`src/fpvs_defines.svh`:
```
// constants for the flash program/verify sequencer
// assumes inclusion by bare name from design files
`ifndef FPVS_DEFINES_SVH
`define FPVS_DEFINES_SVH
`define FPVS_OFF_CTRL_LO    8'h80
`define FPVS_OFF_CTRL_HI    8'h81
`define FPVS_OFF_STATUS     8'h82
`define FPVS_CTRL_RST       8'h00
`define FPVS_BIT_GATE       6
`define FPVS_BIT_SETUP      4
`define FPVS_BIT_VERIFY     2
`define FPVS_BIT_PULSE      0
`define FPVS_PAGE_BYTES     32
`define FPVS_PAGE_WORDS     8
`define FPVS_BANK_BIT       17
`define FPVS_ADDR_W         18
`define FPVS_CLK_MHZ        250
`define FPVS_PULSE_US       200
`define FPVS_PULSE_CYC      (`FPVS_PULSE_US * `FPVS_CLK_MHZ)
`endif

```
`src/fpvs_pkg.sv`:
```
// types for the flash program/verify sequencer
// assumes fpvs_defines.svh is on the include path
package fpvs_pkg;
  typedef enum logic [3:0] {
    FPVS_IDLE   = 4'b0001,
    FPVS_LOAD   = 4'b0010,
    FPVS_PROG   = 4'b0100,
    FPVS_VERIFY = 4'b1000
  } fpvs_state_t;
endpackage : fpvs_pkg

```
`src/fpvs_page_if.sv`:
```
// page latch carrier between the sequencer and its latch
// assumes one clock shared by both ends
`timescale 1ns/1ps
interface fpvs_page_if;
  logic        wr_en;
  logic [4:0]  wr_idx;
  logic [7:0]  wr_data;
  logic        clr;
  logic [2:0]  rd_word;
  logic [31:0] rd_data;
  modport ctrl  (output wr_en, output wr_idx, output wr_data, output clr, output rd_word, input rd_data);
  modport latch (input wr_en, input wr_idx, input wr_data, input clr, input rd_word, output rd_data);
endinterface : fpvs_page_if

```
`src/fpvs_seq.sv`:
```
// flash program/verify sequencer top: control registers, page capture, pulse timing
// assumes the cpu port is on mclk_i and the write-protect pin is asynchronous
`timescale 1ns/1ps
`include "fpvs_defines.svh"
// Behaviour
// one page is exactly 32 bytes
// software waits 10 us after gate
// page start address is 32-byte aligned
// latch page address and 32 data bytes
// unused bytes written as ff
// software arms watchdog, 300 us minimum
// setup then 50 us before pulse
// cells program only while pulse set
// clear pulse, then setup 10 us later
// disable watchdog, then set verify
// dummy ff write 4 us after verify
// 2 us between dummy write and read
// verify reads return latched data words
// software computes reprogram data
// clear verify, wait, clear gate
// at most 1000 retries per bits
// lower register low bank, upper high
// no programming while protect pin high
// normal reads blocked during program
// mode bits ignored without write gate
module fpvs_seq
  import fpvs_pkg::*;
(
  input  wire logic        mclk_i,
  input  wire logic        nrst_i,
  input  wire logic [7:0]  reg_addr_i,
  input  wire logic [7:0]  reg_wdata_i,
  input  wire logic        reg_wr_i,
  input  wire logic        reg_rd_i,
  output logic      [7:0]  reg_rdata_o,
  input  wire logic [17:0] fl_addr_i,
  input  wire logic [7:0]  fl_wdata_i,
  input  wire logic        fl_wr_i,
  input  wire logic        fl_rd_i,
  output logic      [31:0] fl_rdata_o,
  output logic             fl_rd_err_o,
  input  wire logic        write_protect_pin_i,
  output logic             prog_pulse_o,
  output logic             prog_bank_o,
  output logic      [17:0] prog_addr_o
);
  // control register bits
  logic       gate_ff, nxt_gate;
  logic [1:0] setup_ff, nxt_setup;
  logic [1:0] pulse_ff, nxt_pulse;
  logic [1:0] verify_ff, nxt_verify;
  logic [7:0] rdata_ff, nxt_rdata;
  // page capture
  fpvs_state_t state_ff, nxt_state;
  logic [17:0] base_ff, nxt_base;
  logic [5:0]  cnt_ff, nxt_cnt;
  logic        align_err_ff, nxt_align_err;
  logic        full_ff, nxt_full;
  // pulse timer, counts cycles of the current pulse
  logic [15:0] ptime_ff, nxt_ptime;
  logic        pdone_ff, nxt_pdone;
  // outputs towards cpu flash read
  logic [31:0] frd_ff, nxt_frd;
  logic        ferr_ff, nxt_ferr;
  // protect pin synchroniser
  logic        wp_meta_ff, wp_sync_ff;

  fpvs_page_if pg ();

  fpvs_page_latch u_latch (
    .mclk_i (mclk_i),
    .nrst_i (nrst_i),
    .pg     (pg)
  );

  function automatic logic [7:0] ctrl_image(input logic g, input logic s, input logic p, input logic v);
    logic [7:0] r;
    r = 8'h00;
    r[`FPVS_BIT_GATE]   = g;
    r[`FPVS_BIT_SETUP]  = s;
    r[`FPVS_BIT_PULSE]  = p;
    r[`FPVS_BIT_VERIFY] = v;
    return r;
  endfunction : ctrl_image

  // two flops before the pin reaches any logic
  always_ff @(posedge mclk_i or negedge nrst_i) begin
    if (!nrst_i) begin
      wp_meta_ff <= 1'b1;
      wp_sync_ff <= 1'b1;
    end else begin
      wp_meta_ff <= write_protect_pin_i;
      wp_sync_ff <= wp_meta_ff;
    end
  end

  logic wr_lo, wr_hi, any_busy;
  assign wr_lo    = reg_wr_i && (reg_addr_i == `FPVS_OFF_CTRL_LO);
  assign wr_hi    = reg_wr_i && (reg_addr_i == `FPVS_OFF_CTRL_HI);
  assign any_busy = (|setup_ff) || (|pulse_ff);

  // control register update; gate lives only in the lower register
  always_comb begin
    nxt_gate   = gate_ff;
    nxt_setup  = setup_ff;
    nxt_pulse  = pulse_ff;
    nxt_verify = verify_ff;
    if (wr_lo) begin
      nxt_gate     = reg_wdata_i[`FPVS_BIT_GATE];
      nxt_setup[0] = reg_wdata_i[`FPVS_BIT_SETUP];
      nxt_pulse[0] = reg_wdata_i[`FPVS_BIT_PULSE];
      nxt_verify[0] = reg_wdata_i[`FPVS_BIT_VERIFY];
    end
    if (wr_hi) begin
      nxt_setup[1]  = reg_wdata_i[`FPVS_BIT_SETUP];
      nxt_pulse[1]  = reg_wdata_i[`FPVS_BIT_PULSE];
      nxt_verify[1] = reg_wdata_i[`FPVS_BIT_VERIFY];
    end
    // mode bits cannot hold while the gate is clear
    if (!nxt_gate) begin
      nxt_setup  = 2'b00;
      nxt_pulse  = 2'b00;
      nxt_verify = 2'b00;
    end
    // a pulse needs its bank's setup standing both before and after the write
    nxt_pulse = nxt_pulse & setup_ff & nxt_setup;
  end

  // read mux; status shows sequencer state for software
  always_comb begin
    nxt_rdata = 8'h00;
    if (reg_rd_i) begin
      unique case (reg_addr_i)
        `FPVS_OFF_CTRL_LO: nxt_rdata = ctrl_image(gate_ff, setup_ff[0], pulse_ff[0], verify_ff[0]);
        `FPVS_OFF_CTRL_HI: nxt_rdata = ctrl_image(1'b0, setup_ff[1], pulse_ff[1], verify_ff[1]);
        `FPVS_OFF_STATUS:  nxt_rdata = {wp_sync_ff, pdone_ff, align_err_ff, full_ff, state_ff};
        default:           nxt_rdata = 8'h00;
      endcase
    end
  end

  // page capture and verify state machine
  always_comb begin
    nxt_state     = state_ff;
    nxt_base      = base_ff;
    nxt_cnt       = cnt_ff;
    nxt_align_err = align_err_ff;
    nxt_full      = full_ff;
    pg.wr_en      = 1'b0;
    pg.wr_idx     = fl_addr_i[4:0];
    pg.wr_data    = fl_wdata_i;
    pg.clr        = 1'b0;
    unique case (state_ff)
      FPVS_IDLE: begin
        if (gate_ff && fl_wr_i && !any_busy && !(|verify_ff)) begin
          nxt_base      = {fl_addr_i[17:5], 5'h00};
          nxt_align_err = (fl_addr_i[4:0] != 5'h00);
          pg.clr        = 1'b1;
          pg.wr_en      = 1'b1;
          nxt_cnt       = 6'd1;
          nxt_full      = 1'b0;
          nxt_state     = FPVS_LOAD;
        end
      end
      FPVS_LOAD: begin
        if (fl_wr_i) begin
          pg.wr_en = 1'b1;
          nxt_cnt  = cnt_ff + 6'd1;
          if (cnt_ff == 6'(`FPVS_PAGE_BYTES - 1)) begin
            nxt_full = 1'b1;
          end
        end
        if (|setup_ff) begin
          nxt_state = FPVS_PROG;
        end
      end
      FPVS_PROG: begin
        if (|verify_ff) begin
          nxt_state = FPVS_VERIFY;
        end else if (!gate_ff) begin
          nxt_state = FPVS_IDLE;
        end
      end
      FPVS_VERIFY: begin
        // a retry goes back through setup with the same latched page
        if (|setup_ff) begin
          nxt_state = FPVS_PROG;
        end else if (!gate_ff) begin
          nxt_state = FPVS_IDLE;
        end
      end
      default: nxt_state = FPVS_IDLE;
    endcase
    if (!gate_ff) begin
      nxt_state = FPVS_IDLE;
    end
  end

  // pulse enable to the array only when unprotected and bank matches page
  logic bank_sel;
  assign bank_sel = base_ff[`FPVS_BANK_BIT];
  logic pulse_live;
  assign pulse_live = pulse_ff[bank_sel] && !wp_sync_ff && !pdone_ff;

  // pulse timer stops the array after the nominal time as a runaway guard
  always_comb begin
    nxt_ptime = ptime_ff;
    nxt_pdone = pdone_ff;
    if (!(|pulse_ff)) begin
      nxt_ptime = 16'h0000;
      nxt_pdone = 1'b0;
    end else if (pulse_live) begin
      nxt_ptime = ptime_ff + 16'h0001;
      if (ptime_ff == 16'(`FPVS_PULSE_CYC - 1)) begin
        nxt_pdone = 1'b1;
      end
    end
  end

  // flash read port: verify word from latch, normal reads refused while busy
  logic [2:0] word_idx;
  assign word_idx   = fl_addr_i[4:2];
  assign pg.rd_word = word_idx;
  always_comb begin
    nxt_frd  = frd_ff;
    nxt_ferr = 1'b0;
    if (fl_rd_i) begin
      if (any_busy) begin
        nxt_frd  = 32'hffffffff;
        nxt_ferr = 1'b1;
      end else if (verify_ff[fl_addr_i[`FPVS_BANK_BIT]]) begin
        nxt_frd = pg.rd_data;
      end else begin
        nxt_frd = 32'hffffffff;
      end
    end
  end

  always_ff @(posedge mclk_i or negedge nrst_i) begin
    if (!nrst_i) begin
      gate_ff      <= 1'b0;
      setup_ff     <= 2'b00;
      pulse_ff     <= 2'b00;
      verify_ff    <= 2'b00;
      rdata_ff     <= `FPVS_CTRL_RST;
      state_ff     <= FPVS_IDLE;
      base_ff      <= 18'h00000;
      cnt_ff       <= 6'd0;
      align_err_ff <= 1'b0;
      full_ff      <= 1'b0;
      ptime_ff     <= 16'h0000;
      pdone_ff     <= 1'b0;
      frd_ff       <= 32'h00000000;
      ferr_ff      <= 1'b0;
    end else begin
      gate_ff      <= nxt_gate;
      setup_ff     <= nxt_setup;
      pulse_ff     <= nxt_pulse;
      verify_ff    <= nxt_verify;
      rdata_ff     <= nxt_rdata;
      state_ff     <= nxt_state;
      base_ff      <= nxt_base;
      cnt_ff       <= nxt_cnt;
      align_err_ff <= nxt_align_err;
      full_ff      <= nxt_full;
      ptime_ff     <= nxt_ptime;
      pdone_ff     <= nxt_pdone;
      frd_ff       <= nxt_frd;
      ferr_ff      <= nxt_ferr;
    end
  end

  assign reg_rdata_o  = rdata_ff;
  assign fl_rdata_o   = frd_ff;
  assign fl_rd_err_o  = ferr_ff;
  assign prog_pulse_o = pulse_live;
  assign prog_bank_o  = bank_sel;
  assign prog_addr_o  = base_ff;

  // checks next to the logic they guard
  AST_GATE_CLEARS: assert property (@(posedge mclk_i) disable iff (!nrst_i)
    !gate_ff |-> (setup_ff == 2'b00) && (pulse_ff == 2'b00) && (verify_ff == 2'b00))
    else $error("mode bit standing without gate");
  AST_WP_BLOCK: assert property (@(posedge mclk_i) disable iff (!nrst_i)
    wp_sync_ff |-> !prog_pulse_o)
    else $error("pulse while protected");
  AST_PULSE_NEEDS_BIT: assert property (@(posedge mclk_i) disable iff (!nrst_i)
    prog_pulse_o |-> pulse_ff[prog_bank_o] && setup_ff[prog_bank_o])
    else $error("pulse without its bank bits");
  AST_BANK_MAP: assert property (@(posedge mclk_i) disable iff (!nrst_i)
    prog_pulse_o |-> pulse_ff[prog_addr_o[17]] && (prog_bank_o == prog_addr_o[17]))
    else $error("bank does not match page address");
  AST_CAPTURE: assert property (@(posedge mclk_i) disable iff (!nrst_i)
    (state_ff == FPVS_IDLE) && gate_ff && fl_wr_i && !any_busy && !(|verify_ff)
    |=> (state_ff == FPVS_LOAD) && (base_ff[4:0] == 5'h00) && (cnt_ff == 6'd1))
    else $error("page start not captured");
  AST_FULL: assert property (@(posedge mclk_i) disable iff (!nrst_i)
    (state_ff == FPVS_LOAD) && fl_wr_i && (cnt_ff == 6'd31) |=> full_ff)
    else $error("page full flag missed");
  AST_BUSY_READ: assert property (@(posedge mclk_i) disable iff (!nrst_i)
    fl_rd_i && any_busy |=> fl_rd_err_o && (fl_rdata_o == 32'hffffffff))
    else $error("read not refused while busy");
  AST_VERIFY_DATA: assert property (@(posedge mclk_i) disable iff (!nrst_i)
    fl_rd_i && !any_busy && verify_ff[fl_addr_i[17]] |=> (fl_rdata_o == $past(pg.rd_data)))
    else $error("verify word wrong");
  AST_READ_ONE_CYCLE: assert property (@(posedge mclk_i) disable iff (!nrst_i)
    fl_rd_err_o |-> $past(fl_rd_i))
    else $error("error flag without read");
  COV_LOAD: cover property (@(posedge mclk_i) disable iff (!nrst_i) $rose(full_ff));
  COV_PULSE: cover property (@(posedge mclk_i) disable iff (!nrst_i) $rose(prog_pulse_o));
  COV_VERIFY: cover property (@(posedge mclk_i) disable iff (!nrst_i) state_ff == FPVS_VERIFY);
  COV_RETRY: cover property (@(posedge mclk_i) disable iff (!nrst_i)
    (state_ff == FPVS_VERIFY) ##1 (state_ff == FPVS_PROG));
endmodule : fpvs_seq

```
`src/fpvs_page_latch.sv`:
```
// 32-byte page latch built from flip-flops
// assumes writes come from the sequencer on mclk_i
`timescale 1ns/1ps
`include "fpvs_defines.svh"
module fpvs_page_latch
  import fpvs_pkg::*;
(
  input  wire logic mclk_i,
  input  wire logic nrst_i,
  fpvs_page_if.latch pg
);
  logic [7:0] byte_ff [`FPVS_PAGE_BYTES];
  logic [7:0] nxt_byte [`FPVS_PAGE_BYTES];

  // erased pattern on clear so unwritten bytes leave cells untouched
  always_comb begin
    for (int i = 0; i < `FPVS_PAGE_BYTES; i++) begin
      nxt_byte[i] = byte_ff[i];
      if (pg.clr) begin
        nxt_byte[i] = 8'hff;
      end
      if (pg.wr_en && (pg.wr_idx == 5'(i))) begin
        nxt_byte[i] = pg.wr_data;
      end
    end
  end

  always_ff @(posedge mclk_i or negedge nrst_i) begin
    if (!nrst_i) begin
      for (int i = 0; i < `FPVS_PAGE_BYTES; i++) begin
        byte_ff[i] <= 8'hff;
      end
    end else begin
      for (int i = 0; i < `FPVS_PAGE_BYTES; i++) begin
        byte_ff[i] <= nxt_byte[i];
      end
    end
  end

  // big-endian word assembly, byte 0 in the top lane
  genvar g;
  generate
    for (g = 0; g < 4; g++) begin : g_lane
      assign pg.rd_data[31-8*g -: 8] = byte_ff[{pg.rd_word, 2'(g)}];
    end
  endgenerate
endmodule : fpvs_page_latch

```
`config.mk`:
```
export PLATFORM = sky130hd
export DESIGN_NAME = fpvs_seq
export DESIGN_NICKNAME = d
export VERILOG_FILES = /design/src/fpvs_pkg.sv /design/src/fpvs_page_if.sv /design/src/fpvs_seq.sv /design/src/fpvs_page_latch.sv
export VERILOG_INCLUDE_DIRS = /design/src /design/src/src
export SDC_FILE = /design/constraint.sdc
export NUM_CORES = 1
export LEC_CHECK = 0
export ABC_AREA = 0
export BUFFER_PORTS_ARGS = -buffer_cell sky130_fd_sc_hd__buf_4
export CAP_MARGIN = 20
export CORE_MARGIN = 2
export CORE_UTILIZATION = 61
export DETAILED_ROUTE_END_ITERATION = 8
export PLACE_DENSITY = 0.8
export SLEW_MARGIN = 20
export SYNTH_ARGS = -nofsm -noshare
export SYNTH_HDL_FRONTEND = slang
export SYNTH_SLANG_ARGS = --single-unit
```
`constraint.sdc`:
```
create_clock -name mclk_i -period 4.5 [get_ports mclk_i]
set_input_delay 0.225 -clock mclk_i [delete_from_list [all_inputs] [get_ports mclk_i]]
set_output_delay 0.225 -clock mclk_i [all_outputs]
set_load 0.005 [all_outputs]
```
==> results.py <==
metrics = {
    "floorplan": {
        "die_w_um": 165.4,
        "core_sq_um": 25840,
        "start_util": 0.6148,
        "dieHeight_um": 165.4,
        "dieArea_sq_um": 27350,
        "num_io_pins": 110,
        "rows": 59,
    },
    "routing": {
        "drc": 0,
        "vias": 10732,
        "ant_nets": 0,
        "wl_per_cell_um": 23.38,
        "dr.pass1.iters": 5,
        "wirelength_um": 37710,
        "drtIter0Drc": 792,
        "drt-vias-per-instance": 6.653,
    },
    "worst_setup_path": {
        "cp.required_ns": 4.95,
        "start_kind": "flop",
        "cp_slowest_cell": "and3_2",
        "max_stage_delay_ns": 0.96,
        "cp_top_family": "simple AND/OR/NAND/NOR gates",
        "endpoint_kind": "flop",
        "path_class": "flop to flop",
        "worstPathCellList": "nor4_1 > and3_2 > buf_4 > o211ai_1 > o22a_1",
        "arrival_ns": 3.57,
        "crit_fanout": 23,
        "crit_buf_inv": 1,
    },
    "power": {
        "cellPowerDensity_nw_per_um2": 556.2,
        "vdd_drop_max_v": 0.0003306,
        "power.leakage_nw": 6.876,
    },
    "clock_network": {
        "cts_buffer_depth": 3,
        "clk_transition_reported_paths_ns": 0.06,
        "cts_sinks": 348,
        "clk_latency_ns": 0.53,
        "cts_tree": "done",
        "cts-resized-gates": 0,
        "cts_made_buffers": 38,
        "cts-htree-levels": 2,
        "root_buffer": "clkbuf_16",
    },
    "logic_synthesis": {
        "async_flop_share": 1.000,
        "ys_warn_count": 0,
        "avgSynthCellArea_sq_um": 13.73,
        "synth.distinct_cells": 57,
        "ys_top_cells_by_count": "dfstp_2 (259), o22a_1 (256), dfrtp_1 (89)",
        "synth_edf_count": 0,
        "synthTopCellsByArea": "dfstp_2 (43%), o22a_1 (14%), dfrtp_1 (14%)",
        "yosys.area.top_type": "dfstp_2",
        "synth_top_area_share": 0.4284,
        "ys_ff_latch": 348,
        "ys_seq_area_frac": 0.5686,
        "netlist_area_sq_um": 15880,
        "synth_cells": 1157,
        "synth_ff_type": "dfstp_2",
        "yosys.cell_count.top_type": "dfstp_2",
    },
    "global_routing": {
        "grt_max_degree": 127,
        "grt_pass1_vias": 11287,
        "grt_usage": 0.2844,
        "grt_pass1_wl_um": 60420,
        "grt_antenna_before_repair": 0,
        "globalRouteOverflowTotal": 0,
    },
    "placement": {
        "io_buffer_count": 100,
        "gp_congestion": 0.8188,
        "hpwl_um": 23430,
    },
    "layout": {
        "nets": 1301,
        "drive_gt1_frac": 0.4280,
        "area_delta_synth_final_pct": 15.06,
        "antenna_cells": 0,
        "seq_area_sq_um": 9032,
        "fillCellCount": 1715,
        "multiInputGateArea_sq_um": 6444,
        "finalCoreUtilization": 0.7074,
    },
    "timing": {
        "timing.fmax_mhz": 320.6,
        "hold_viol": 0,
        "rsz0062_at_grt": "no",
        "skew_ns": 0.01853,
        "post-route-period-util": 0.6931,
        "setup_viol": 0,
        "slew_violations": 0,
        "tns_ns": 0,
        "max-slew-margin-rel": 0.3450,
        "worst_pin_slew_ns": 0.9824,
        "fin_crit_ns": 3.119,
    },
    "run": {
        "max_cap_viol_count": 0,
    },
    "status": {
        "run_status": "complete, no violations",
    },
    "worst_hold_path": {
        "hold_path.class": "input pin to flop",
    },
}
## state kept, by name, summed over array words and instances, names as in the netlist, 2 cells and up
name	flops
u_latch.byte_ff	256
ptime_ff	16
prog_addr_o	13
state_ff	4
verify_ff	2
reg_rdata_o	8
cnt_ff	6
fl_rdata_o	32
setup_ff	2
pulse_ff	2
## routing by layer
metal / track usage / routed length (um) / up-vias / part of all wire
met2: 0.4778 / 18980 / 388 / 0.50
met1: 0.3859 / 15590 / 5609 / 0.41
met3: 0.04396 / 2330 / 67 / 0.062
met4: 0.09013 / 812 / 0 / 0.022
li1: - / - / 4668 / -
met5: 0 / 0 / - / 0
## through the flow
| stage | area, sq um | hold WS [ns] | power (mW) | setup slack (ns) | std cells |
|---|---|---|---|---|---|
| final | 18280 | 0.03509 | 10.17 | 1.381 | 1613 |
| after global routing | 18280 | 0.04692 | 10.60 | 1.292 | 1613 |
| after CTS | 18280 | 0.02036 | 10.21 | 1.442 | 1613 |
| after detailed placement | 16810 | 0.2601 | 7.056 | 1.465 | 1525 |
| after global placement | 16810 | 0.2529 | 6.879 | 1.591 | 1525 |
| after floorplan | 15900 | -0.07059 | 6.485 | 2.676 | 1161 |
## area by class of cell
class / instances / share of cell area
timing repair buffer: 134 / 0.05956
tap: 335 / 0.02293
clock inverter: 11 / 0.006298
clock buffer: 57 / 0.06319
inverter: 6 / 0.001232
multi-input combinational: 722 / 0.3526
sequential: 348 / 0.4942
## worst min-delay path, stage by stage
cell and delay (ns):
buf_4 0.12, nand4_1 0.08, a21boi_0 0.08
## cell families after synthesis
| logic type | count (synthesis) | synth area share |
|---|---|---|
| flops | 348 | 0.5686 |
| fa+ha+maj | 2 | 0.001575 |
| mux | 107 | 0.1180 |
| buf+inv | 91 | 0.02741 |
| compound gates | 392 | 0.2133 |
| xor+xnor | 7 | 0.003860 |
| other cells | 1 | 0.0002361 |
| simple gates | 209 | 0.06696 |
## report_power, final
group	leakage, nW	switching [mW]	internal, mW
Clock	0.633	1.24	1.89
Combinational	2.46	0.673	1.22
Sequential	3.78	0.505	4.64
Total	6.88	2.41	7.75
## cells in the final DEF, fill, tap and decap left out, types with 8 or more instances in the layout
master and instances:
clkbuf_16 40, dfrtp_1 89, clkbuf_8 9, nand3_1 19, a21oi_1 46, nor2_1 57, mux4_2 64, o21ai_0 16
mux2i_1 41, clkbuf_1 8, o211ai_4 24, dlygate4sd3_1 20, o22a_1 256, o21ai_1 24, o21ai_2 8, or3_1 8
dfstp_2 259, nand2_1 61, buf_4 111
## path summary, 6_finish.rpt
check / start / to / slack, ns / cells past startpoint
min: reg_wdata_i[0] / pulse_ff[0] / 0.04 / 3
max reg2reg: verify_ff[1] / u_latch.byte_ff[123] / 1.38 / 5
max: verify_ff[1] / u_latch.byte_ff[123] / 1.38 / 5
min reg2reg: wp_meta_ff / wp_sync_ff / 0.36 / 0
max in group asynchronous: nrst_i / fl_rdata_o[4] / 3.12 / 3
min in group asynchronous: nrst_i / fl_rdata_o[20] / 0.29 / 2
## repair_timing
item | 4_1_cts | 5_1_grt
hold buffers | 20 | 0
endpoints found under the setup margin | 0 | 0
setup buffers | 0 | 0
hold endpoints to repair | 32 | 0
No activity file was read; power rests on OpenSTA's default activity.
